`src/common/branch_pkg.sv`:
```
// package: encodings, field positions, carriers and decode for branch resolve
package branch_pkg;

    // primary and extended opcodes
    localparam logic [5:0]  OPCD_REL   = 6'h10;       // relative conditional
    localparam logic [5:0]  OPCD_EXT   = 6'h13;       // register-target group
    localparam logic [9:0]  XO_CTR     = 10'h210;     // to count register
    localparam logic [9:0]  XO_LR      = 10'h010;     // to link register

    // instruction field positions (bit 0 of the word is its lsb here)
    localparam int OPCD_MSB = 31;
    localparam int OPCD_LSB = 26;
    localparam int BO_MSB   = 25;
    localparam int BO_LSB   = 21;
    localparam int BI_MSB   = 20;
    localparam int BI_LSB   = 16;
    localparam int RSV_MSB  = 15;
    localparam int RSV_LSB  = 11;
    localparam int BD_MSB   = 15;
    localparam int BD_LSB   = 2;
    localparam int XO_MSB   = 10;
    localparam int XO_LSB   = 1;
    localparam int AA_BIT   = 1;
    localparam int LK_BIT   = 0;

    // option bits, indexed as vector positions of branch_options
    localparam int BO_IGNORE_COND = 4;  // option bit 0
    localparam int BO_COND_VALUE  = 3;  // option bit 1
    localparam int BO_NO_DECR     = 2;  // option bit 2
    localparam int BO_ZERO_VALUE  = 1;  // option bit 3

    // vector index of the condition register msb
    localparam logic [4:0]  CR_TOP_IDX   = 5'h1f;
    // option value of the always-taken form
    localparam logic [4:0]  BO_ALWAYS    = 5'h14;
    // sequential step of the fetch address
    localparam logic [31:0] INSTR_STEP   = 32'h0000_0004;

    // reset values
    localparam logic [31:0] RST_COUNT    = 32'h0000_0000;
    localparam logic [31:0] RST_LINK     = 32'h0000_0000;
    localparam logic [31:0] RST_FETCH    = 32'h0000_0000;

    // branch form
    typedef enum logic [1:0] {
        KIND_NONE = 2'b00,
        KIND_REL  = 2'b01,
        KIND_CTR  = 2'b10,
        KIND_LR   = 2'b11
    } kind_e;

    // one instruction offered for resolution
    typedef struct packed {
        logic        valid;
        logic [31:0] instr;
        logic [31:0] current_instruction_address;
    } issue_s;

    // direct writes of counter and link from elsewhere in the core
    typedef struct packed {
        logic        ctr_we;
        logic        lr_we;
        logic [31:0] data;
    } spr_load_s;

    // resolution result
    typedef struct packed {
        logic        valid;
        logic        taken;
        logic        invalid_form;
        logic [31:0] next_fetch_address;
    } resolve_s;

    // whole state of the resolve unit
    typedef struct packed {
        resolve_s    res;
        logic [31:0] count_register;
        logic [31:0] link_register;
    } state_s;

    // classify an instruction word
    function automatic kind_e decode_kind(input logic [31:0] instr);
        kind_e k;
        k = KIND_NONE;
        if (instr[OPCD_MSB:OPCD_LSB] == OPCD_REL) begin
            k = KIND_REL;
        end else if (instr[OPCD_MSB:OPCD_LSB] == OPCD_EXT) begin
            if (instr[XO_MSB:XO_LSB] == XO_CTR) begin
                k = KIND_CTR;
            end else if (instr[XO_MSB:XO_LSB] == XO_LR) begin
                k = KIND_LR;
            end
        end
        return k;
    endfunction

endpackage

```
`src/hw/cond_branch_resolve.sv`:
```
// module: decode and resolve conditional branches, own counter and link
// Function
// - counter form is opcode 19, extended 528
// - selector picks one condition register bit
// - counter target is counter with low bits cleared
// - link flag writes current address plus four
// - taken needs counter term and condition term
// - counter form without bit 2 invalid, still decrements
// - that invalid form branches to decremented counter
// - option 20 selector 0 always branches
// - options 12 and 4 test bit set, clear
// - field offset 3 serves overflow and unordered
// - link form is opcode 19, extended 16
// - link-flag variants update the link register
// - link target is link with low bits cleared
// - displacement shifted two, sign extended
// - absolute flag selects zero base, else current
module cond_branch_resolve
    import branch_pkg::*;
(
    input  wire logic               ref_clk,
    input  wire logic               rst_n,
    input  wire logic               clk_en,
    input  wire branch_pkg::issue_s issue,
    input  wire logic [31:0]        condition_register,
    input  wire branch_pkg::spr_load_s spr_load,
    output branch_pkg::resolve_s    result,
    output logic [31:0]             count_register,
    output logic [31:0]             link_register
);
    import branch_pkg::*;

    state_s      st_ff;               // registered state
    state_s      nxt_st;              // next state
    kind_e       kind;                // decoded branch form
    logic [4:0]  branch_options;      // option field
    logic [4:0]  condition_selector;  // condition bit index
    logic [4:0]  reserved_bits;       // must be zero in register forms
    logic [13:0] branch_displacement; // relative displacement
    logic        absolute_address_flag;
    logic        link_flag;
    logic        sel_bit;             // chosen condition bit
    logic        taken;               // decision from the evaluator
    logic [31:0] count_dec;           // counter after optional decrement
    logic [31:0] seq_addr;            // fall-through address
    logic [31:0] disp;                // extended displacement
    logic [31:0] base;                // relative base
    logic [31:0] target;              // taken target

    // field extraction
    always_comb begin
        kind                  = decode_kind(issue.instr);
        branch_options        = issue.instr[BO_MSB:BO_LSB];
        condition_selector    = issue.instr[BI_MSB:BI_LSB];
        reserved_bits         = issue.instr[RSV_MSB:RSV_LSB];
        branch_displacement   = issue.instr[BD_MSB:BD_LSB];
        absolute_address_flag = issue.instr[AA_BIT];
        link_flag             = issue.instr[LK_BIT];
        // selector 0 is the msb; offset 3 of a field needs no special case
        sel_bit = condition_register[CR_TOP_IDX
                                     - condition_selector];
    end

    // counter and condition decision
    branch_cond_eval branch_cond_eval_inst (
        .branch_options (branch_options),
        .cond_bit       (sel_bit),
        .count_in       (st_ff.count_register),
        .count_out      (count_dec),
        .taken          (taken)
    );

    // target formation for each form
    always_comb begin
        seq_addr = issue.current_instruction_address + INSTR_STEP;
        // sign of the displacement field fills the upper half
        disp = {{16{branch_displacement[13]}},
                branch_displacement, 2'b00};
        base = absolute_address_flag ? 32'h0000_0000 : issue.current_instruction_address;
        case (kind)
            KIND_REL: begin
                target = base + disp;
            end
            KIND_CTR: begin
                // decremented value when the form is invalid
                target = {count_dec[31:2], 2'b00};
            end
            KIND_LR: begin
                target = {st_ff.link_register[31:2], 2'b00};
            end
            default: begin
                target = seq_addr;
            end
        endcase
    end

    // next state
    always_comb begin
        nxt_st = st_ff;
        nxt_st.res.valid        = 1'b0;
        nxt_st.res.taken        = 1'b0;
        nxt_st.res.invalid_form = 1'b0;
        // direct loads; a branch in the same cycle overrides the counter load, and the link load only when its link flag is set
        if (spr_load.ctr_we) begin
            nxt_st.count_register = spr_load.data;
        end
        if (spr_load.lr_we) begin
            nxt_st.link_register = spr_load.data;
        end
        if (issue.valid && (kind != KIND_NONE)) begin
            nxt_st.res.valid = 1'b1;
            nxt_st.res.taken = taken;
            nxt_st.res.next_fetch_address = taken ? target : seq_addr;
            nxt_st.count_register = count_dec;
            if (link_flag) begin
                nxt_st.link_register = seq_addr;
            end
            nxt_st.res.invalid_form =
                ((kind == KIND_CTR) && !branch_options[BO_NO_DECR])
                || ((kind != KIND_REL) && (reserved_bits != 5'h00));
        end
    end

    // state register, frozen while clk_en is low
    always_ff @(posedge ref_clk or negedge rst_n) begin
        if (!rst_n) begin
            st_ff.res.valid              <= 1'b0;
            st_ff.res.taken              <= 1'b0;
            st_ff.res.invalid_form       <= 1'b0;
            st_ff.res.next_fetch_address <= RST_FETCH;
            st_ff.count_register         <= RST_COUNT;
            st_ff.link_register          <= RST_LINK;
        end else if (clk_en) begin
            st_ff <= nxt_st;
        end
    end

    // outputs straight from flops
    assign result         = st_ff.res;
    assign count_register = st_ff.count_register;
    assign link_register  = st_ff.link_register;

    // checks
    logic go;  // a branch is accepted this cycle
    assign go = clk_en && issue.valid && (kind != KIND_NONE);
endmodule // cond_branch_resolve

```
`src/hw/branch_cond_eval.sv`:
```
// module: counter decrement and taken decision from the option field
module branch_cond_eval
    import branch_pkg::*;
(
    input  wire logic [4:0]  branch_options,
    input  wire logic        cond_bit,
    input  wire logic [31:0] count_in,
    output logic [31:0]      count_out,
    output logic             taken
);
    logic ctr_ok;   // counter term
    logic cond_ok;  // condition term

    // decrement first, then test the decremented value
    always_comb begin
        if (branch_options[BO_NO_DECR]) begin
            count_out = count_in;
        end else begin
            count_out = count_in - 32'h0000_0001;
        end
        ctr_ok  = branch_options[BO_NO_DECR]
                | ((count_out == 32'h0000_0000)
                   == branch_options[BO_ZERO_VALUE]);
        cond_ok = branch_options[BO_IGNORE_COND]
                | (cond_bit == branch_options[BO_COND_VALUE]);
        taken   = ctr_ok & cond_ok;
    end
endmodule // branch_cond_eval

```
`config.mk`:
```
export PLATFORM = sky130hd
export DESIGN_NAME = cond_branch_resolve
export DESIGN_NICKNAME = d
export VERILOG_FILES = /design/src/common/branch_pkg.sv /design/src/hw/cond_branch_resolve.sv /design/src/hw/branch_cond_eval.sv
export SDC_FILE = /design/constraint.sdc
export NUM_CORES = 1
export LEC_CHECK = 0
export ABC_AREA = 1
export BUFFER_PORTS_ARGS = -buffer_cell sky130_fd_sc_hd__buf_2
export CAP_MARGIN = 20
export CORE_MARGIN = 5
export CORE_UTILIZATION = 56
export CTS_CLUSTER_DIAMETER = 30
export CTS_CLUSTER_SIZE = 28
export DETAILED_ROUTE_END_ITERATION = 6
export GPL_ROUTABILITY_DRIVEN = 0
export GPL_TIMING_DRIVEN = 0
export HOLD_SLACK_MARGIN = 0.12
export PLACE_DENSITY = 0.82
export REMOVE_ABC_BUFFERS = 1
export SKIP_LAST_GASP = 1
export SLEW_MARGIN = 20
export SYNTH_ARGS = -nofsm -noshare
export SYNTH_HDL_FRONTEND = slang
export SYNTH_SLANG_ARGS = --single-unit
```
`constraint.sdc`:
```
create_clock -name ref_clk -period 3.3 [get_ports ref_clk]
set_input_delay 0.165 -clock ref_clk [delete_from_list [all_inputs] [get_ports ref_clk]]
set_output_delay 0.165 -clock ref_clk [all_outputs]
set_load 0.03 [all_outputs]
```
Yosys cells after proc, flatten, opt, wreduce, memory -nomap -nowiden

Index checks and enable logic that the tools add are counted.

Flip-flop bits (word level): 99
Input bits: 134
Word-level logic and storage cells: 49

$add $sub $neg: 4
Magnitude comparators: 1
Equal/unequal tests: 10
Multiplexer cells: 14
Bitwise operators: 3
Reduce and logical (&&, ||, !) cells: 11

Operator list:

| cell                                                       | count |
|---|---|
| two-way mux 32 bit                                         | 6 |
| two-way mux 99 bit                                         | 1 |
| one-hot mux 32 bit (3 select lines)                        | 1 |
| adder 32 x 3 -> 32 bit, second input constant              | 1 |
| adder 32 bit                                               | 1 |
| logical NOT 32 bit                                         | 1 |
| subtractor 32 x 1 -> 32 bit, second input constant         | 1 |
| equality test 6 x 5 -> 1 bit, second input constant        | 2 |
| equality test 10 bit, second input constant                | 1 |
| equality test 10 x 5 -> 1 bit, second input constant       | 1 |
| two-way mux 2 bit                                          | 4 |
| less-than comparator 5 x 6 -> 1 bit, second input constant | 1 |
| binary-select mux 1 bit (select 5 bit)                     | 1 |
| nonzero test 5 bit                                         | 1 |
| subtractor 5 bit, first input constant                     | 1 |
| equality test 2 bit, second input constant                 | 2 |
| AND reduction 2 bit                                        | 2 |
| nonzero test 2 bit                                         | 2 |
| logical AND 1 bit                                          | 3 |
| equality test 1 bit                                        | 2 |
| equality test 2 x 1 -> 1 bit, second input constant        | 1 |
| != test 2 x 1 -> 1 bit, second input constant              | 1 |
| OR 1 bit                                                   | 2 |
| AND 1 bit                                                  | 1 |
| other kinds (3)                                            | 3 |

Longest topological paths before layout

Word-level depth: 9
Gate-level depth with buffers: 22

By module

A second synthesis with hierarchy kept.

Cell total of the unflattened synthesis: 1,857
Area, all modules: 10,585.2 µm²

Modules (own cells, without submodules):

| module              | instances | cells an instance | area an instance (µm²) | seq. area each (µm²) |
|---|---|---|---|---|
| cond_branch_resolve | 1         | 1,548             | 9,161.3                | 2,477.4 |
| branch_cond_eval    | 1         | 309               | 1,423.9                | 0.0 |

Worst setup path before layout

No wires, ideal clock.

Path kind: register -> register
Start point: register count_register[0] (netlist name)
End point: register st_ff (netlist bit result[31])
Arrival: 2,362 ps
Required time: 3,183 ps
Setup slack: 821 ps
Cell stages (with the launch flop): 19
Cells stage by stage: dfrtp_1 > inv_1 > ha_1 > nand2_1 > nor2_4 > nand3_2 > o21ai_1 > nand2_1 > nor2_1 > nand2_1 > nor2_2 > nand3_1 > nand2_2 > nand3_4 > nand2_4 > buf_8 > nand2_1 > nand3_1 > nand2_1

Word-level cells in the longest chain between the ends: 7
Elaborated cells between the ends (all ways): 8
Classes of those cells: add/sub (1); eq/ne (1); mux (3); bitwise (2); reduce/logical (1)

RTL lines:

| element                     | line                       | text |
|---|---|---|
| subtractor 32 x 1 -> 32 bit | branch_cond_eval.sv:19     | `count_out = count_in - 32'h0000_0001;` |
| two-way mux 32 bit *        | branch_cond_eval.sv:16     | `if (branch_options[BO_NO_DECR]) begin` |
| logical NOT 32 bit          | branch_cond_eval.sv:22     | `\| ((count_out == 32'h0000_0000)` |
| equality test 1 bit         | branch_cond_eval.sv:23     | `== branch_options[BO_ZERO_VALUE]);` |
| OR 1 bit                    | branch_cond_eval.sv:22     |  |
| AND 1 bit                   | branch_cond_eval.sv:26     | `taken = ctr_ok & cond_ok;` |
| two-way mux 32 bit *        | cond_branch_resolve.sv:113 | `nxt_st.res.next_fetch_address = taken ? target : seq_addr;` |
| end signal, assigned        | cond_branch_resolve.sv:134 | `st_ff <= nxt_st;` |
| end, declared               | cond_branch_resolve.sv:33  | `state_s st_ff;` |

Every way passes the cells marked *; elsewhere a longest branch is shown, timed or not.
A chain may end at the register's enable or synchronous reset.

Worst setup path in the final report

Start point: register count_register[0] (netlist name)
End point: register st_ff (netlist bit result[10])

Word-level cells in the longest chain between the ends: 7
Elaborated cells between the ends (all ways): 8
Classes of those cells: add/sub (1); eq/ne (1); mux (3); bitwise (2); reduce/logical (1)

RTL lines:

| element                     | line |
|---|---|
| subtractor 32 x 1 -> 32 bit | branch_cond_eval.sv:19 |
| two-way mux 32 bit *        | branch_cond_eval.sv:16 |
| logical NOT 32 bit          | branch_cond_eval.sv:22 |
| equality test 1 bit         | branch_cond_eval.sv:23 |
| OR 1 bit                    | branch_cond_eval.sv:22 |
| AND 1 bit                   | branch_cond_eval.sv:26 |
| two-way mux 32 bit *        | cond_branch_resolve.sv:113 |

Marked as above.

==> results.cfg <==
[run_status]
status = finished, final reports clean

[timing]
fmax_mhz = 315
hold_viol = 0
slew_headroom = 0.329
tightest_slew_ns = 1.00
setup_viol = 0
layout_min_cycle_time_ns = 3.17
setup_tns_ns = 0
finalClockSkew_ns = 0.00737
fin_ws_ns = 0.130
timing.final.crit_share = 0.961
rsz0062_at_grt = true
drv_slew = 0

[routing]
met1_length_mm = 14.5
drtIter0Drc = 1527
drt_drc_violations_left = 0
met2_length_mm = 17.6
num_vias = 12600
routed-wl-met3_mm = 4.60
highest-signal-layer = met4
dr.pass1.iters = 6
postRouteAntennaNets = 0
wirelength_mm = 38.4
wl_per_cell_microns = 18.3
viasPerCell = 6.03

[power_and_ir_drop]
ir_drop_v = 0.000272
p_sw_w = 0.00183
clockPowerShare = 0.264
switching_share = 0.425
combPwrFrac = 0.385
powerDensity_nw_per_um2 = 357
seqPwrFrac = 0.351
p_leak_nw = 6.21
intPower_w = 0.00247

[floorplanning]
rows = 49
die_x_microns = 145
start_util = 0.568
fp.dieH_microns = 145
num_io_pins = 233
core_area_sq_um = 17900
fp.dieArea_sq_um = 21000

[placement]
dp_slack_ns = -2.44
post_dp_cell_area_sq_um = 11400
placement.io_buffers = 231
dp_hpwl_mm = 29.4

[clock_tree]
clk_pin_slew_ns = 0.08
h-tree-depth = 3
clock_latency_ns = 0.36
numCtsBuffers = 9
clock-sinks = 99
clockBufferDepth = 2
clock_tree.root_cell = clkbuf_16
cts_tree = done

[cells_and_area]
fin_area_sq_um = 12000
area_delta_synth_final_pct = 18.3
layout.nets = 2026
drive_gt1_frac = 0.184

[critical_path]
crit_type = reg2reg
path_cells = inv_1 > ha_2 > nand3_2 > inv_2 > nand2_1 > xnor2_1 > nor2_1 > nand3_1 > nor2_1 > nand3_1 > nand2_2 > nand3_4 > buf_4 > nand3_1 > nand2_1 > nand2_1 > nand2_1
max_stage_delay_ns = 0.48
endpoint_kind = flip-flop
cp_data_arrival_time_ns = 3.42
path_common_cell = nand2_1
critPathBufInv = 3
cp_top_family = simple AND/OR/NAND/NOR gates
crit_required_ns = 3.55
startpoint_type = flip-flop
worstPathMaxFanout = 6
slowest_stage = dfrtp_1

[synth]
syn_area_sq_um = 10200
ys_ff_latch = 99
async_flop_share = 1.00
synth_seq_area_share = 0.244
yosys_warnings = 0
ys.flop_type = dfrtp_1
synth-edff-count = 0
ys_types = 53
syn_inst = 1649
syn_area_per_cell_sq_um = 6.17

[global_route]
grt_pass1_wl_mm = 59.2
grt_max_degree = 76
overflow = 0
grt_pass1_vias = 11500
antenna_found_initial = 2
grtUsageTotal = 0.355

[job]
maxCapViolCount = 0

[worst_hold_path]
worstHoldPathType = in2reg
-- cell usage after synthesis, types with 4 or more instances --
library cell	number	area, sq um
nand3_2	5	50.1
nand3_1	120	601
a31oi_1	15	93.8
o221ai_1	8	70.1
or2_2	11	68.8
nor3_1	22	110
o22ai_1	17	106
nand3b_1	6	45.0
xor2_1	30	263
clkbuf_1	39	146
o211ai_1	43	323
nor2_2	6	37.5
nor4_1	8	50.1
inv_1	183	687
ha_1	31	388
dfrtp_1	99	2480
inv_2	6	22.5
nand2_4	5	56.3
nand2_2	20	125
o21bai_1	17	128
nor2_1	200	751
a22oi_1	27	203
nand4_1	28	175
buf_2	19	95.1
nor2_4	8	90.1
o21ai_1	9	45.0
o21ai_0	117	586
nand2_1	465	1750
a21oi_1	47	235
a21o_1	4	30.0
-- final timing paths --
check / start / end / slack (ns) / cells after the start
worst max-delay path: count_register[0] / result[10] / 0.13 / 17
worst min-delay path: spr_load[8] / count_register[8] / 0.12 / 3
worst max register to register: count_register[0] / result[10] / 0.13 / 17
worst min register to register: result[27] / result[27] / 0.48 / 2
max in group asynchronous: rst_n / result[2] / 2.38 / 3
min in group asynchronous: rst_n / link_register[2] / 0.24 / 2
-- flip-flops by register name, indices dropped and copies added (netlist names) --
| register | cells |
|---|---|
| count_register | 32 |
| result | 35 |
| link_register | 32 |
-- power by group through the flow --
stage	Sequential (W)	Clock [W]	Combinational, W
final	0.00151	0.00114	0.00166
after global placement	0.00152	0	0.00153
after detailed placement	0.00152	0	0.00158
after global routing	0.00152	0.00119	0.00180
after CTS	0.00150	0.00113	0.00161
after floorplan	0.00176	0	0.000765
-- kinds of logic after synthesis --
family | share of synthesized area
compound gates | 0.187
xor+xnor | 0.0292
fa+ha+maj | 0.0401
buf+inv | 0.102
flops | 0.244
simple gates | 0.399
-- stage by stage --
stage                     total power, W  hold WS (ns)  std cells  utilization
after global placement           0.00305         0.448       2045        0.631
final                            0.00430         0.124       2096        0.672
after CTS                        0.00424         0.121       2087        0.667
after detailed placement         0.00310        0.0445       2049        0.636
after global routing             0.00451         0.154       2096        0.672
after floorplan                  0.00252        -0.131       1585            -
-- layout make-up --
class | instances | area [sq um]
Clock buffer | 10 | 239
Timing Repair inverter | 2 | 10.0
Timing Repair Buffer | 259 | 1460
Inverter | 191 | 722
Clock inverter | 6 | 72.6
Tap cell | 229 | 287
Antenna cell | 2 | 5.00
Multi-Input combinational cell | 1298 | 6760
Sequential cell | 99 | 2480
Fill cell | 1631 | 5870
-- cells in the final DEF, fill, tap and decap left out, types with 6 or more instances in the layout --
cell and count:
buf_4 11, nand2_2 21, nor2_1 200, nand2_4 8, o21ai_0 117, nand3_1 120, a31oi_1 15, clkbuf_16 9
xor2_1 30, o221ai_1 8, ha_1 30, nor3_1 21, nor4_1 8, buf_2 228, a21oi_1 47, o21ai_1 9
dlygate4sd3_1 15, o21bai_1 17, inv_1 182, or2_2 11, nand3_2 6, a22oi_1 27, o211ai_1 43, o22ai_1 17
nand4_1 28, nand2_1 460, nand3b_1 6, inv_2 6, nor2_4 8, dfrtp_1 99, nor2_2 6
-- repair_timing --
action                                  4_1_cts  5_1_grt
gates cloned                                  4        1
hold buffers                                 15        0
pin swaps                                     2        3
hold endpoints to repair                    113        0
endpoints found under the setup margin       99       58
resized for setup                             7        5
setup buffers                                 3        6
-- layer usage --
layer | global-route usage | vias to the layer above
met5 | 0 | -
met4 | 0.157 | 0
met3 | 0.0601 | 133
met2 | 0.570 | 857
met1 | 0.472 | 5764
li1 | - | 5882
-- worst register-to-register path, delay by kind of cell (launching register included) --
kind	cells	cell delay [ns]
xor+xnor	1	0.20
fa+ha+maj	1	0.23
buf+inv	3	0.50
flops	1	0.48
simple gates	12	1.66
Power figures use the tool's default switching activity.
